`config.mk`:
```
export PLATFORM = sky130hd
export DESIGN_NAME = ccsi_host
export DESIGN_NICKNAME = d
export VERILOG_FILES = /design/src/ccsi_pkg.sv /design/src/ccsi_host.sv
export VERILOG_INCLUDE_DIRS = /design/src
export SDC_FILE = /design/constraint.sdc
export NUM_CORES = 1
export LEC_CHECK = 0
export BUFFER_PORTS_ARGS = -buffer_cell sky130_fd_sc_hd__buf_2
export CAP_MARGIN = 20
export CORE_ASPECT_RATIO = 1.25
export CORE_MARGIN = 4
export CORE_UTILIZATION = 40
export CTS_CLUSTER_SIZE = 10
export DETAILED_ROUTE_END_ITERATION = 10
export GPL_ROUTABILITY_DRIVEN = 0
export HOLD_SLACK_MARGIN = 0.05
export RECOVER_POWER = 25
export SKIP_CTS_REPAIR_TIMING = 1
export SYNTH_ARGS = -nofsm -noshare
export SYNTH_HDL_FRONTEND = slang
export SYNTH_SLANG_ARGS = --single-unit
```
`constraint.sdc`:
```
create_clock -name clk_in -period 5.2 [get_ports clk_in]
set_clock_uncertainty 0.1 [all_clocks]
set_input_delay 1.04 -clock clk_in [delete_from_list [all_inputs] [get_ports clk_in]]
set_output_delay 1.04 -clock clk_in [all_outputs]
set_load 0.02 [all_outputs]
```
`src/ccsi_defines.svh`:
```
`ifndef CCSI_DEFINES_SVH
`define CCSI_DEFINES_SVH
// Register word indices on the Avalon side
`define CCSI_REG_CTRL 3'h0
`define CCSI_REG_STATUS 3'h1
`define CCSI_REG_SLOT_BASE 3'h2
`define CCSI_REG_CYCLE 3'h3
`define CCSI_REG_RDATA 3'h4
// Control register fields
`define CCSI_CTRL_START 0
`define CCSI_CTRL_LOCK 1
`define CCSI_CTRL_CNT_LSB 4
// Manual cycle register fields
`define CCSI_CYC_CMD 16
`define CCSI_CYC_READ 17
// Strobe timing, printed in ns, derived in cycles (least times round up)
`define CCSI_CLK_MHZ 200
`define CCSI_E_LOW_NS 40
`define CCSI_E_HIGH_NS 40
`define CCSI_E_LOW_CYC ((`CCSI_E_LOW_NS * `CCSI_CLK_MHZ + 999) / 1000)
`define CCSI_E_HIGH_CYC ((`CCSI_E_HIGH_NS * `CCSI_CLK_MHZ + 999) / 1000)
// Device command words
`define CCSI_OP_ZERO 16'h0000
`define CCSI_OP_ALL_ONES 16'hFFFF
`define CCSI_OP_TCO_DS 16'h0238
`define CCSI_OP_TCO_CT 16'h0200
`define CCSI_OP_TCO_PA 16'h0230
`define CCSI_OP_TCO_SC 16'h0208
`define CCSI_OP_FORCE_FULL 16'h0700
`define CCSI_OP_CTRL_INIT 16'h8040
`define CCSI_OP_SEG_INIT 16'h3808
`define CCSI_OP_SRC_HIT 16'h0005
// Sequence lengths
`define CCSI_PRE_LEN 5
`define CCSI_POST_LEN 7
`endif

```
`src/ccsi_pkg.sv`:
```
package ccsi_pkg;
  // One device bus cycle
  typedef struct packed {
    logic cmd;
    logic rd;
    logic [15:0] data;
  } ccsi_cycle_t;
  typedef enum logic [3:0] {
    ST_IDLE = 4'b0001,
    ST_LOW = 4'b0010,
    ST_HIGH = 4'b0100,
    ST_NEXT = 4'b1000
  } ccsi_state_t;
  typedef enum logic [2:0] {
    PH_PRE = 3'b001,
    PH_DEV = 3'b010,
    PH_POST = 3'b100
  } ccsi_phase_t;
endpackage : ccsi_pkg

```
`src/ccsi_host.sv`:
```
// Function
// - Host gives every device a distinct slot id, never all ones.
// - Host starts setup with an all-zero command write.
// - Per device the host writes slot target, slot value, then force-full.
// - With all-ones selector one data write loads every comparand.
// - Host writes segment control so writes go to segments one to three.
// - Host writes control for 48 compare bits, 16 RAM bits, no increment.
// - Single device may hold lock request high and use status or local hit.
//
// The Avalon-MM interface to the registers and the register offsets are this design's own decisions.
`timescale 1ns/100ps
`default_nettype none
`include "ccsi_defines.svh"
module ccsi_host
  import ccsi_pkg::*;
#(
  parameter int CNT_W = 4
) (
  input wire logic clk_in, // 200 MHz clock
  input wire logic srst_in, // Synchronous reset, active high
  input wire logic [2:0] avs_address_in, // Word index
  input wire logic avs_read_in, // Read request
  input wire logic avs_write_in, // Write request
  input wire logic [31:0] avs_writedata_in, // Write data
  output logic [31:0] avs_readdata_out, // Read data
  output logic avs_waitrequest_out, // Stall
  output logic strobe_n_out, // Cycle strobe, active low
  output logic command_vs_data_n_out, // Low for command cycles
  output logic write_n_out, // Low for write cycles
  output logic [15:0] dq_out, // Data to device
  output logic dq_oe_n_out, // Low while host drives dq
  input wire logic [15:0] dq_in, // Data from device
  output logic chain_lock_request_n_out, // Chain lock, active low
  input wire logic full_n_in, // Last device full_out
  input wire logic match_n_in, // Last device match_out
  input wire logic local_hit_n_in // Single-device local_hit_out
);
  localparam logic [7:0] LOW_CYC = 8'(`CCSI_E_LOW_CYC);
  localparam logic [7:0] HIGH_CYC = 8'(`CCSI_E_HIGH_CYC);

  ccsi_state_t state;
  ccsi_phase_t phase;
  ccsi_cycle_t cur;
  ccsi_cycle_t next_cur;
  logic [7:0] tick;
  logic [2:0] step;
  logic [1:0] sub;
  logic [CNT_W-1:0] dev_idx;
  logic [CNT_W-1:0] dev_last;
  logic [15:0] slot_base;
  logic [15:0] slot_id;
  logic lock_en;
  logic init_run;
  logic init_done;
  logic init_err;
  logic manual_pend;
  ccsi_cycle_t manual;
  logic [15:0] rdata;
  logic rd_ack;
  logic [18:0] pin_s1;
  logic [18:0] pin_s2;
  logic wr_ctrl;
  logic wr_cycle;

  // Pin inputs through two flops; only the second stage is read
  always_ff @(posedge clk_in) begin
    pin_s1 <= {local_hit_n_in, match_n_in, full_n_in, dq_in};
    pin_s2 <= pin_s1;
  end

  assign wr_ctrl = avs_write_in && avs_address_in == `CCSI_REG_CTRL;
  assign wr_cycle = avs_write_in && avs_address_in == `CCSI_REG_CYCLE;
  assign slot_id = slot_base + 16'(dev_idx);

  // CTRL and CYCLE writes stall while the engine is busy; reads take one wait cycle
  always_comb begin
    avs_waitrequest_out = 1'b0;
    if (avs_read_in && !rd_ack)
      avs_waitrequest_out = 1'b1;
    if ((wr_cycle || wr_ctrl) && (manual_pend || init_run || state != ST_IDLE))
      avs_waitrequest_out = 1'b1;
  end

  // Read answer registered at the waiting edge; unmapped words read zero
  always_ff @(posedge clk_in) begin
    if (srst_in) begin
      rd_ack <= 1'b0;
      avs_readdata_out <= 32'h0000_0000;
    end else begin
      rd_ack <= avs_read_in && !rd_ack;
      if (avs_read_in && !rd_ack) begin
        unique case (avs_address_in)
          `CCSI_REG_CTRL: avs_readdata_out <= 32'({dev_last, 2'b00, lock_en, 1'b0});
          `CCSI_REG_STATUS: avs_readdata_out <= 32'({!pin_s2[18], !pin_s2[17], !pin_s2[16],
            init_err, init_done, init_run || manual_pend || state != ST_IDLE});
          `CCSI_REG_SLOT_BASE: avs_readdata_out <= 32'(slot_base);
          `CCSI_REG_RDATA: avs_readdata_out <= 32'(rdata);
          default: avs_readdata_out <= 32'h0000_0000;
        endcase
      end
    end
  end

  // Software configuration
  always_ff @(posedge clk_in) begin
    if (srst_in) begin
      lock_en <= 1'b0;
      dev_last <= '0;
      slot_base <= 16'h0000;
    end else if (avs_write_in && !avs_waitrequest_out) begin
      if (wr_ctrl) begin
        lock_en <= avs_writedata_in[`CCSI_CTRL_LOCK];
        dev_last <= avs_writedata_in[`CCSI_CTRL_CNT_LSB +: CNT_W];
      end
      if (avs_address_in == `CCSI_REG_SLOT_BASE)
        slot_base <= avs_writedata_in[15:0];
    end
  end

  // Lock held released during setup; single-device use keeps it high
  always_ff @(posedge clk_in) begin
    if (srst_in)
      chain_lock_request_n_out <= 1'b1;
    else
      chain_lock_request_n_out <= !(lock_en && !init_run);
  end

  // Manual single cycle, queued until the strobe engine is free
  always_ff @(posedge clk_in) begin
    if (srst_in) begin
      manual_pend <= 1'b0;
      manual <= '0;
    end else if (wr_cycle && !avs_waitrequest_out) begin
      manual_pend <= 1'b1;
      manual.cmd <= avs_writedata_in[`CCSI_CYC_CMD];
      manual.rd <= avs_writedata_in[`CCSI_CYC_READ];
      manual.data <= avs_writedata_in[15:0];
    end else if (state == ST_IDLE && !init_run && manual_pend) begin
      manual_pend <= 1'b0;
    end
  end

  // Setup sequence word for the current step
  always_comb begin
    next_cur = '0;
    next_cur.cmd = 1'b1;
    unique case (phase)
      PH_PRE: begin
        unique case (step)
          3'd0: next_cur.data = `CCSI_OP_ZERO;
          3'd1: next_cur.data = `CCSI_OP_TCO_DS;
          3'd2: next_cur.data = `CCSI_OP_ALL_ONES;
          3'd3: next_cur.data = `CCSI_OP_TCO_CT;
          default: next_cur.data = `CCSI_OP_ZERO; // reset to pass-through
        endcase
      end
      PH_DEV: begin
        unique case (sub)
          2'd0: next_cur.data = `CCSI_OP_TCO_PA;
          2'd1: next_cur.data = slot_id;
          default: next_cur.data = `CCSI_OP_FORCE_FULL;
        endcase
      end
      default: begin
        unique case (step)
          3'd0: next_cur.data = `CCSI_OP_TCO_CT;
          3'd1: next_cur.data = `CCSI_OP_ZERO; // clears forced full
          3'd2: next_cur.data = `CCSI_OP_TCO_CT;
          3'd3: next_cur.data = `CCSI_OP_CTRL_INIT;
          3'd4: next_cur.data = `CCSI_OP_TCO_SC;
          3'd5: next_cur.data = `CCSI_OP_SEG_INIT;
          default: next_cur.data = `CCSI_OP_SRC_HIT; // reads follow top hit
        endcase
      end
    endcase
  end

  // Sequence position and outcome
  always_ff @(posedge clk_in) begin
    if (srst_in) begin
      init_run <= 1'b0;
      init_done <= 1'b0;
      init_err <= 1'b0;
      phase <= PH_PRE;
      step <= 3'd0;
      sub <= 2'd0;
      dev_idx <= '0;
    end else if (wr_ctrl && !avs_waitrequest_out && avs_writedata_in[`CCSI_CTRL_START]) begin
      // All-ones id would collide with the global selector
      init_err <= (slot_base + 16'(avs_writedata_in[`CCSI_CTRL_CNT_LSB +: CNT_W])) < slot_base
        || (slot_base + 16'(avs_writedata_in[`CCSI_CTRL_CNT_LSB +: CNT_W])) == `CCSI_OP_ALL_ONES;
      init_run <= !((slot_base + 16'(avs_writedata_in[`CCSI_CTRL_CNT_LSB +: CNT_W])) < slot_base
        || (slot_base + 16'(avs_writedata_in[`CCSI_CTRL_CNT_LSB +: CNT_W])) == `CCSI_OP_ALL_ONES);
      init_done <= 1'b0;
      phase <= PH_PRE;
      step <= 3'd0;
      sub <= 2'd0;
      dev_idx <= '0;
    end else if (init_run && state == ST_NEXT) begin
      unique case (phase)
        PH_PRE: begin
          step <= (step == 3'(`CCSI_PRE_LEN - 1)) ? 3'd0 : step + 3'd1;
          if (step == 3'(`CCSI_PRE_LEN - 1))
            phase <= PH_DEV;
        end
        PH_DEV: begin
          sub <= (sub == 2'd2) ? 2'd0 : sub + 2'd1;
          if (sub == 2'd2) begin
            dev_idx <= dev_idx + 1'b1;
            if (dev_idx == dev_last)
              phase <= PH_POST;
          end
        end
        default: begin
          step <= step + 3'd1;
          if (step == 3'(`CCSI_POST_LEN - 1)) begin
            init_run <= 1'b0;
            init_done <= 1'b1;
          end
        end
      endcase
    end
  end

  // Strobe engine: strobe low phase then recovery high phase
  always_ff @(posedge clk_in) begin
    if (srst_in) begin
      state <= ST_IDLE;
      tick <= 8'd0;
      cur <= '0;
      rdata <= 16'h0000;
    end else begin
      unique case (state)
        ST_IDLE: begin
          tick <= LOW_CYC + 8'd1; // One extra clock so the controls settle before the strobe falls
          if (init_run) begin
            cur <= next_cur;
            state <= ST_LOW;
          end else if (manual_pend) begin
            cur <= manual;
            state <= ST_LOW;
          end
        end
        ST_LOW: begin
          tick <= tick - 8'd1;
          if (tick == 8'd1) begin
            if (cur.rd)
              rdata <= pin_s2[15:0];
            tick <= HIGH_CYC;
            state <= ST_HIGH;
          end
        end
        ST_HIGH: begin
          // High time lets the flag chain ripple
          tick <= tick - 8'd1;
          if (tick == 8'd1)
            state <= ST_NEXT;
        end
        default: state <= ST_IDLE;
      endcase
    end
  end

  // Pin drive from flops; strobe trails the controls by one clock since the device latches on its fall
  always_ff @(posedge clk_in) begin
    if (srst_in) begin
      strobe_n_out <= 1'b1;
      command_vs_data_n_out <= 1'b1;
      write_n_out <= 1'b1;
      dq_out <= 16'h0000;
      dq_oe_n_out <= 1'b1;
    end else begin
      strobe_n_out <= !(state == ST_LOW && tick <= LOW_CYC);
      command_vs_data_n_out <= !cur.cmd;
      write_n_out <= cur.rd;
      dq_out <= cur.data;
      dq_oe_n_out <= !(state != ST_IDLE && !cur.rd);
    end
  end
endmodule : ccsi_host
`default_nettype wire

```
==> impl_metrics.tcl, run 1 <==
set metrics [dict create \
    outcome "complete, but fails checks" \
    violations "max-capacitance violations, max-slew violations" \
    cts.sinks 177 \
    whs_path_depth 0 \
    area_delta_synth_final_pct 14.84 \
    io-pin-count 112 \
    dieWidth_um 131.0 \
    holdPathEnd "pin_s2[16]" \
    route.antenna.remaining_nets 0 \
    worst_pin_slew_ns 2.783 \
    fmax_mhz 236.9 \
    critPathTopFamily "simple AND/OR/NAND/NOR gates" \
    clkPwrFrac_pct 47.2 \
    r2r_start "slot_base[0]" \
    mostFrequentLayoutCell "dfxtp_1" \
    critPathKind "input port to register" \
    cp_max_fo 4 \
    cts_tree "built" \
    dr.pass1.iters 5 \
    power.density_nw_per_um2 338.0 \
    overflow 0 \
    syn_area_per_cell_um2 8.714 \
    reg2reg_to "init_run" \
    peakVddDrop_uv 257.0 \
    period_share_pct 81.18 \
    yosys_warnings 0 \
    max_cap_viol_count 1 \
    setup_viol 0 \
    syn_inst 868 \
    p_int_w 0.002265 \
    reg2reg_slack_ns 1.30 \
    nets 1009 \
    path_buf_inv 2 \
    h-tree-depth 4 \
    hpwl_um 13040 \
    p_sw_share_pct 22.87 \
    first_global_vias 5801 \
    fp-row-count 55 \
    tns_ns 0 \
    hp-start "pin_s1[16]" \
    finalMaxSlewViolations 61 \
    final_cell_mix "177 x dfxtp_1, 121 x nand2_1, 96 x nor2_1" \
    hold_violations 0 \
    leakagePower_nw 3.527 \
    rr_worst_depth 13 \
    ys_seq_area_share_pct 46.85 \
    relSlewSlack_pct -85.54 \
    ys_ff_latch 177 \
    dieHeight_um 161.7 \
    grt_max_degree 61 \
    grt_pass1_wl_um 29640 \
    clk_latency_ns 0.43 \
    end_kind "register" \
    drc 0 \
    fin_crit_ns 4.221 \
    antenna_found_initial 0 \
    drt_iter0_drc 302 \
    hold_path_class "register to register" \
    cts_buffers 17 \
    synth_edf_count 0 \
    wire_per_inst_um 15.39 \
    cts-root-buf "clkbuf_16" \
    crit_arrival_ns 4.32 \
    core_um2 18370 \
    cp_slowest_cell "or4b_2" \
    ys_types 58 \
    pwr-share-comb_pct 5.2 \
    dieArea_um2 21190 \
    avgViaCountPerCell 5.090 \
    synth_area_um2 7564 \
    async_flop_share_pct 0 \
    p_sw_w 0.0006715 \
    rsz0062_at_grt "false" \
    clk_pin_slew_ns 0.07 \
    vias 5930 \
    slowest_delay_ns 0.68 \
    drt-total-wl_um 17930 \
    worstPathCellList "buf_2, ha_1, inv_1, fa_1, nor2b_1, o21ai_0, nand2b_1, nor2b_1, ha_1, or4b_2, nor3_1, nand4_1, a2111oi_0, o41ai_1" \
    final_layout_size_suffix_gt1_share_pct 13.55 \
    clockBufferDepth 2 \
    synthFlopType "dfxtp_1" \
    diodes 0 \
    grtUsageTotal_pct 17.50 \
    crit_path_start_kind "input port" \
    required_ns 5.30 \
    initial_utilization_pct 41.16 \
    pwr-share-seq_pct 47.6 \
    place.port_buffers 81 \
    holdWs_ns 0.2265 \
]
cell type report:
cell class / instances / area, µm²
flip-flops and latches: 177 / 3543
fillers: 1806 / 9688
inverters: 29 / 108.9
multi-input cells: 612 / 3659
clock inverters: 13 / 197.7
repair buffers: 87 / 449.2
clock buffers: 19 / 442.9
well taps: 228 / 285.3
synth_stat cells, types with 3 or more instances:
| library cell | count | share of area (%) |
|---|---|---|
| a2111oi_0 | 3 | 0.35 |
| a211oi_1 | 6 | 0.60 |
| a21o_1 | 8 | 0.79 |
| a21oi_1 | 74 | 4.9 |
| a22o_1 | 9 | 1.0 |
| a22oi_1 | 16 | 1.6 |
| a31oi_1 | 4 | 0.33 |
| and2_1 | 5 | 0.41 |
| buf_2 | 8 | 0.53 |
| buf_4 | 16 | 1.6 |
| clkbuf_1 | 40 | 2.0 |
| dfxtp_1 | 177 | 47 |
| ha_1 | 25 | 4.1 |
| inv_1 | 29 | 1.4 |
| mux2i_1 | 26 | 3.4 |
| nand2_1 | 121 | 6.0 |
| nand2b_1 | 9 | 0.74 |
| nand3_1 | 12 | 0.79 |
| nand4_1 | 7 | 0.58 |
| nor2_1 | 96 | 4.8 |
| nor2b_1 | 27 | 2.2 |
| nor3_1 | 21 | 1.4 |
| nor4_1 | 3 | 0.25 |
| nor4b_1 | 3 | 0.35 |
| o211ai_1 | 8 | 0.79 |
| o21ai_0 | 25 | 1.7 |
| o221ai_1 | 4 | 0.46 |
| o31ai_1 | 3 | 0.30 |
| o41ai_1 | 10 | 1.2 |
| or3_1 | 8 | 0.66 |
| xnor2_1 | 20 | 2.3 |
| xor2_1 | 13 | 1.5 |
per-layer routing:
metal | GRT usage (%) | wire length [µm]
met5 | 0 | 0
met4 | 6.408 | 270
met3 | 3.849 | 813
met2 | 28.40 | 8785
met1 | 22.68 | 8057
cells by family (layout without fill, tap and decap cells):
logic type	Yosys count	count (layout)	share of synthesized area [%]
and+or+nand+nor	325	325	19.85
muxes	26	26	3.441
AOI/OAI and AO/OA	184	184	15.60
adders and majority gates	28	28	4.797
xor gates and xnor gates	33	33	3.821
buffers and inverters	94	148	5.591
other	1	16	0.04958
DFF	177	177	46.85
power by group through the flow:
stage,registers (W),logic [W],clock network [W]
2_1_floorplan,0.00142,0.000114,0
3_3_place_gp,0.00143,0.000153,0
3_5_place_dp,0.00143,0.000155,0
4_1_cts,0.00140,0.000155,0.00142
5_1_grt,0.00140,0.000172,0.00148
6_report,0.00140,0.000154,0.00139
registers in the layout (all words and copies together) (netlist names), 16 cells and up:
name / cells
cur: 18
pin_s1: 19
slot_base: 16
pin_s2: 19
manual: 18
dq_out: 16
avs_readdata_out: 16
rdata: 16
how the worst max path moves through the flow:
stage	from	end	slack, ns	depth (start not counted)
3_5_place_dp	avs_writedata_in[4]	init_run	0.67	14
5_1_grt	srst_in	dev_idx[1]	0.59	4
3_3_place_gp	avs_writedata_in[4]	init_run	0.72	14
4_1_cts	avs_writedata_in[4]	init_run	1.12	14
6_report	avs_writedata_in[4]	init_run	0.98	14
2_1_floorplan	avs_writedata_in[4]	init_run	1.20	13
through the flow:
stage	worst slack, ns	instance area [µm²]	util [%]	total power [W]	cells
after global placement	0.7206	8049	43.81	0.001581	1133
after CTS	1.118	8690	47.29	0.002971	1165
after floorplan	1.199	7620	-	0.001539	883
after global routing	0.5881	8686	47.27	0.003047	1165
final	0.9787	8686	47.27	0.002936	1165
after detailed placement	0.6744	8049	43.81	0.001583	1133
worst reg2reg max path, stage by stage (launching register included):
cell and delay (ns):
dfxtp_1 0.41, ha_1 0.23, inv_1 0.06, fa_1 0.42, nor2b_1 0.12, o21ai_0 0.08, nand2b_1 0.15, nor2b_1 0.18
ha_1 0.28, or4b_2 0.68, nor3_1 0.15, nand4_1 0.11, a2111oi_0 0.60, o41ai_1 0.11
(Power assumes the default switching activity.)
==> inputs of run 2 (changes only) <==
--- a/config.mk
+++ b/config.mk
@@ -6,6 +6,7 @@
 export SDC_FILE = /design/constraint.sdc
 export NUM_CORES = 1
 export LEC_CHECK = 0
+export ABC_AREA = 1
 export BUFFER_PORTS_ARGS = -buffer_cell sky130_fd_sc_hd__buf_2
 export CAP_MARGIN = 20
 export CORE_ASPECT_RATIO = 1.25
==> constraint.sdc (replaced) <==
create_clock -name clk_in -period 3.65 [get_ports clk_in]
set_clock_uncertainty 0.1 [all_clocks]
set_input_delay 0.73 -clock clk_in [delete_from_list [all_inputs] [get_ports clk_in]]
set_output_delay 0.73 -clock clk_in [all_outputs]
set_load 0.02 [all_outputs]
==> impl_metrics.tcl, run 2 <==
set metrics [dict create \
    relSlewSlack_pct 16.62 \
    yosysTopAreaCellShare_pct 46.00 \
    hold_violations 0 \
    dr.pass1.iters 5 \
    ys_types 50 \
    dieWidth_um 132.1 \
    syn_inst 1006 \
    grt_pass1_wl_um 31790 \
    crit_path_start_kind "register" \
    synthMuxAreaShare_pct 0 \
    synth_common_cells "187 x nand2_1, 177 x dfxtp_1, 125 x inv_1" \
    setup_viol 0 \
    max_cap_viol_count 0 \
    period_share_pct 88.71 \
    diodes 0 \
    fp-row-count 56 \
    leakagePower_nw 3.660 \
    peakVddDrop_uv 328.2 \
    synth_area_leaders "dfxtp_1 46%, nand2_1 9.1%, inv_1 6.1%" \
    first_global_vias 6288 \
    yosys_warnings 0 \
    outcome "finished, final reports clean" \
    async_flop_share_pct 0 \
    final_layout_size_suffix_gt1_share_pct 15.56 \
    largestRegisters "pin_s1 (19), pin_s2 (19)" \
    wire_per_inst_um 14.62 \
    grt_busiest_layer "met2" \
    avgViaCountPerCell 4.911 \
    rsz0062_at_grt "false" \
    ys_seq_area_share_pct 46.00 \
    end_kind "register" \
    clk_pin_slew_ns 0.06 \
    final_cell_mix "187 x nand2_1, 177 x dfxtp_1, 125 x inv_1" \
    fin_crit_ns 3.238 \
    route.antenna.remaining_nets 0 \
    synth_top_family_by_area "simple AND/OR/NAND/NOR gates" \
    h-tree-depth 4 \
    synth-simple-area-share_pct 21.36 \
    drt-total-wl_um 19460 \
    place.port_buffers 81 \
    hold_path_class "register to register" \
    synth-xor-area-share_pct 1.819 \
    core_um2 18850 \
    synthFlopType "dfxtp_1" \
    synth_edf_count 0 \
    met2_usage_pct 31.61 \
    cts_tree "built" \
    critPathKind "register to register" \
    nets 1173 \
    yosys.area.top_type "dfxtp_1" \
    dieHeight_um 163.2 \
    required_ns 3.88 \
    synthAdderAreaFrac_pct 4.580 \
    vias 6536 \
    synth-compound-area-share_pct 16.42 \
    design_area_um2 8845 \
    ys_ff_latch 177 \
    crit_arrival_ns 3.47 \
    met3_usage_pct 3.235 \
    synth_area_um2 7704 \
    grtUsageTotal_pct 18.48 \
    initial_utilization_pct 40.87 \
    use_met1_pct 22.82 \
    finalMaxSlewViolations 0 \
    overflow 0 \
    cts-root-buf "clkbuf_16" \
    io-pin-count 112 \
    worst_pin_slew_ns 1.251 \
    mostFrequentLayoutCell "nand2_1" \
    area_delta_synth_final_pct 14.81 \
    syn_area_per_cell_um2 7.658 \
    dieArea_um2 21560 \
    fillers 1948 \
    fmax_mhz 308.9 \
    hpwl_um 14550 \
    yosys.cell_count.top_type "nand2_1" \
    cts_buffers 17 \
    placed_area_um2 8320 \
    drt_iter0_drc 352 \
    clk_latency_ns 0.43 \
    grt_max_degree 38 \
    drc 0 \
    postLayoutCoreUtil_pct 46.93 \
    antenna_found_initial 0 \
    cts.sinks 177 \
    power.density_nw_per_um2 443.9 \
    clockBufferDepth 2 \
    cp_max_fo 3 \
]
-- run 2: changes by cell type after synthesis, sizes merged, moves of 16 or more --
cell / previous run / this run
mux2i: 26 / 0
a21oi: 74 / 99
nand2: 121 / 201
nor2b: 27 / 0
o22ai: 0 / 19
clkbuf: 40 / 19
inv: 29 / 130
nand3: 12 / 43
o21ai: 26 / 87
a22oi: 16 / 0
-- run 2: per-layer routing --
metal	up-vias	share of wire (%)
met3	33	4.6
met2	155	48
li1	3402	-
met5	-	0
met1	2946	45
met4	0	2.9
-- run 2: area by class of cell --
type,count,area (µm²),share of cell area [%]
Sequential cell,177,3543,40.06
Tap cell,232,290.3,3.282
Inverter,131,493.0,5.574
Clock inverter,10,91.34,1.033
Clock buffer,20,436.7,4.937
Timing Repair Buffer,96,526.8,5.956
Multi-Input combinational cell,665,3463,39.16
-- run 2: power by group --
part | switching (W) | internal [W] | total [W] | leakage (nW)
Combinational | 0.000174 | 0.0000821 | 0.000256 | 1.96
Sequential | 0.0000225 | 0.00197 | 0.00200 | 1.44
Clock | 0.000747 | 0.000927 | 0.00167 | 0.255
Total | 0.000944 | 0.00298 | 0.00393 | 3.66
-- run 2: logic make-up (layout without fill, tap and decap cells) --
| family | after synthesis | count (layout) |
|---|---|---|
| fa+ha+maj | 27 | 27 |
| other cells | 1 | 16 |
| compound gates | 226 | 226 |
| xor+xnor | 16 | 16 |
| flops | 177 | 177 |
| buf+inv | 179 | 257 |
| simple gates | 380 | 380 |
-- run 2: stage by stage --
stage / hold slack, ns / std cells / worst slack [ns] / power, W / setup TNS [ns]
2_1_floorplan: 0.2096 / 1021 / 0.4636 / 0.002213 / 0
3_3_place_gp: 0.2110 / 1301 / 0.04941 / 0.002294 / 0
3_5_place_dp: 0.2121 / 1301 / -0.01396 / 0.002295 / -0.01396
4_1_cts: 0.2267 / 1331 / 0.4211 / 0.003970 / 0
5_1_grt: 0.2352 / 1331 / 0.1963 / 0.004077 / 0
6_report: 0.2252 / 1331 / 0.4122 / 0.003926 / 0
-- run 2: path summary, 6_finish.rpt --
kind / slack (ns) / start / depth (start not counted) / to
hold reg to reg: 0.23 / pin_s1[9] / 0 / pin_s2[9]
setup reg to reg: 0.41 / slot_base[0] / 16 / init_err
setup / recovery: 0.41 / slot_base[0] / 16 / init_err
hold / removal: 0.23 / pin_s1[9] / 0 / pin_s2[9]
-- run 2: critical path, stage by stage (launching register included) --
cell     delay (ns)
dfxtp_1        0.39
ha_1           0.21
inv_1          0.06
fa_1           0.39
o31ai_1        0.36
inv_1          0.12
nor3_1         0.21
ha_1           0.30
xnor2_1        0.13
nor3_1         0.27
nand2_1        0.09
nor2_1         0.11
nand2_1        0.05
nand3_1        0.06
nand2_1        0.10
nand3_1        0.09
nand2_1        0.06
==> inputs of run 3 (changes only) <==
--- a/config.mk
+++ b/config.mk
@@ -16,8 +16,9 @@
 export DETAILED_ROUTE_END_ITERATION = 10
 export GPL_ROUTABILITY_DRIVEN = 0
 export HOLD_SLACK_MARGIN = 0.05
-export RECOVER_POWER = 25
+export RECOVER_POWER = 100
 export SKIP_CTS_REPAIR_TIMING = 1
+export SLEW_MARGIN = 20
 export SYNTH_ARGS = -nofsm -noshare
 export SYNTH_HDL_FRONTEND = slang
 export SYNTH_SLANG_ARGS = --single-unit
==> impl_metrics.tcl, run 3 (same netlist as run 2, synthesis figures left out) <==
set metrics [dict create \
    grt_pass1_wl_um 31790 \
    vias 6575 \
    period_share_pct 88.45 \
    avgViaCountPerCell 4.940 \
    cts.sinks 177 \
    nets 1173 \
    p_int_w 0.002978 \
    diodes 0 \
    rr_worst_depth 16 \
    clk_pin_slew_ns 0.06 \
    postLayoutCoreUtil_pct 46.26 \
    initial_utilization_pct 40.87 \
    clockBufferDepth 2 \
    cts_buffers 17 \
    drt-total-wl_um 19470 \
    reg2reg_to "init_err" \
    area_delta_synth_final_pct 13.17 \
    outcome "finished, final reports clean" \
    fp-row-count 56 \
    overflow 0 \
    final_layout_size_suffix_gt1_share_pct 10.28 \
    clkPwrFrac_pct 42.7 \
    hold_path_class "register to register" \
    setup_viol 0 \
    whs_path_depth 0 \
    io-pin-count 112 \
    end_kind "register" \
    p_sw_share_pct 23.95 \
    critPathKind "register to register" \
    antenna_found_initial 0 \
    pwr-share-seq_pct 51.0 \
    dieWidth_um 132.1 \
    max_cap_viol_count 0 \
    peakVddDrop_uv 325.9 \
    cp_max_fo 3 \
    mostFrequentLayoutCell "nand2_1" \
    r2r_start "slot_base[0]" \
    relSlewSlack_pct 16.10 \
    hpwl_um 14550 \
    grt_max_degree 38 \
    final_cell_mix "190 x nand2_1, 177 x dfxtp_1, 127 x inv_1" \
    pwr-share-comb_pct 6.3 \
    route.antenna.remaining_nets 0 \
    required_ns 3.87 \
    dr.pass1.iters 7 \
    worst_pin_slew_ns 1.258 \
    wire_per_inst_um 14.63 \
    finalMaxSlewViolations 0 \
    hold_violations 0 \
    fin_crit_ns 3.228 \
    place.port_buffers 81 \
    grtUsageTotal_pct 18.48 \
    crit_arrival_ns 3.45 \
    holdPathEnd "pin_s2[9]" \
    first_global_vias 6288 \
    crit_path_start_kind "register" \
    cts-root-buf "clkbuf_16" \
    drc 0 \
    core_um2 18850 \
    cts_tree "built" \
    largestRegisters "pin_s1 (19), pin_s2 (19)" \
    tns_ns 0 \
    clk_latency_ns 0.43 \
    rsz0062_at_grt "false" \
    p_sw_w 0.0009378 \
    power.density_nw_per_um2 449.1 \
    h-tree-depth 4 \
    fmax_mhz 309.8 \
    dieHeight_um 163.2 \
    leakagePower_nw 3.472 \
    dieArea_um2 21560 \
    hp-start "pin_s1[9]" \
    drt_iter0_drc 355 \
    reg2reg_slack_ns 0.42 \
]
-- run 3: critical path: stages (launching register included) --
cell and delay [ns]:
dfxtp_1 0.39, ha_1 0.21, inv_1 0.06, fa_1 0.39, o31ai_1 0.36, inv_1 0.12
nor3_1 0.21, ha_1 0.30, xnor2_1 0.13, nor3_1 0.27, nand2_1 0.09, nor2_1 0.11
nand2_1 0.05, nand3_1 0.06, nand2_1 0.10, nand3_1 0.09, nand2_1 0.06
-- run 3: cell type report --
class | count | area, µm²
clock buffers | 20 | 436.7
clock inverters | 10 | 91.34
fillers | 1979 | 10130
inverters | 131 | 493.0
multi-input cells | 665 | 3412
flip-flops and latches | 177 | 3543
well taps | 232 | 290.3
repair buffers | 96 | 451.7
-- run 3: worst max-delay path by stage --
| stage | from | end | slack [ns] | cells past startpoint |
|---|---|---|---|---|
| 6_report | slot_base[0] | init_err | 0.42 | 16 |
| 5_1_grt | slot_base[0] | init_err | 0.20 | 16 |
| 4_1_cts | avs_writedata_in[4] | init_err | 0.42 | 17 |
| 3_5_place_dp | avs_writedata_in[4] | init_err | -0.01 | 17 |
| 3_3_place_gp | avs_writedata_in[4] | init_err | 0.05 | 18 |
| 2_1_floorplan | avs_writedata_in[4] | init_err | 0.46 | 16 |
-- run 3: power groups by stage --
stage	logic, W	clock network (W)	registers [W]
after floorplan	0.000179	0	0.00203
after global placement	0.000256	0	0.00204
after detailed placement	0.000256	0	0.00204
after CTS	0.000258	0.00172	0.00200
after global routing	0.000280	0.00179	0.00200
final	0.000248	0.00167	0.00200
-- run 3: per-layer routing --
metal  wire length, µm  share of wire, %  vias to the layer above  global-route usage [%]
met3              1092               5.6                       32                   3.235
met2              9268                48                      186                   31.61
met5                 0                 0                        -                       0
li1                  -                 -                     3396                       -
met4               580               3.0                        0                   8.309
met1              8529                44                     2961                   22.82
-- run 3: metrics by stage --
| stage | instance area [µm²] | cells | hold WS (ns) | setup slack, ns | total power (W) |
|---|---|---|---|---|---|
| floorplan | 7760 | 1021 | 0.2096 | 0.4636 | 0.002213 |
| global placement | 8320 | 1301 | 0.2110 | 0.04941 | 0.002294 |
| detailed placement | 8320 | 1301 | 0.2121 | -0.01396 | 0.002295 |
| CTS | 8848 | 1331 | 0.2267 | 0.4211 | 0.003970 |
| global route | 8718 | 1331 | 0.2352 | 0.1986 | 0.004068 |
| finish | 8718 | 1331 | 0.2253 | 0.4216 | 0.003915 |
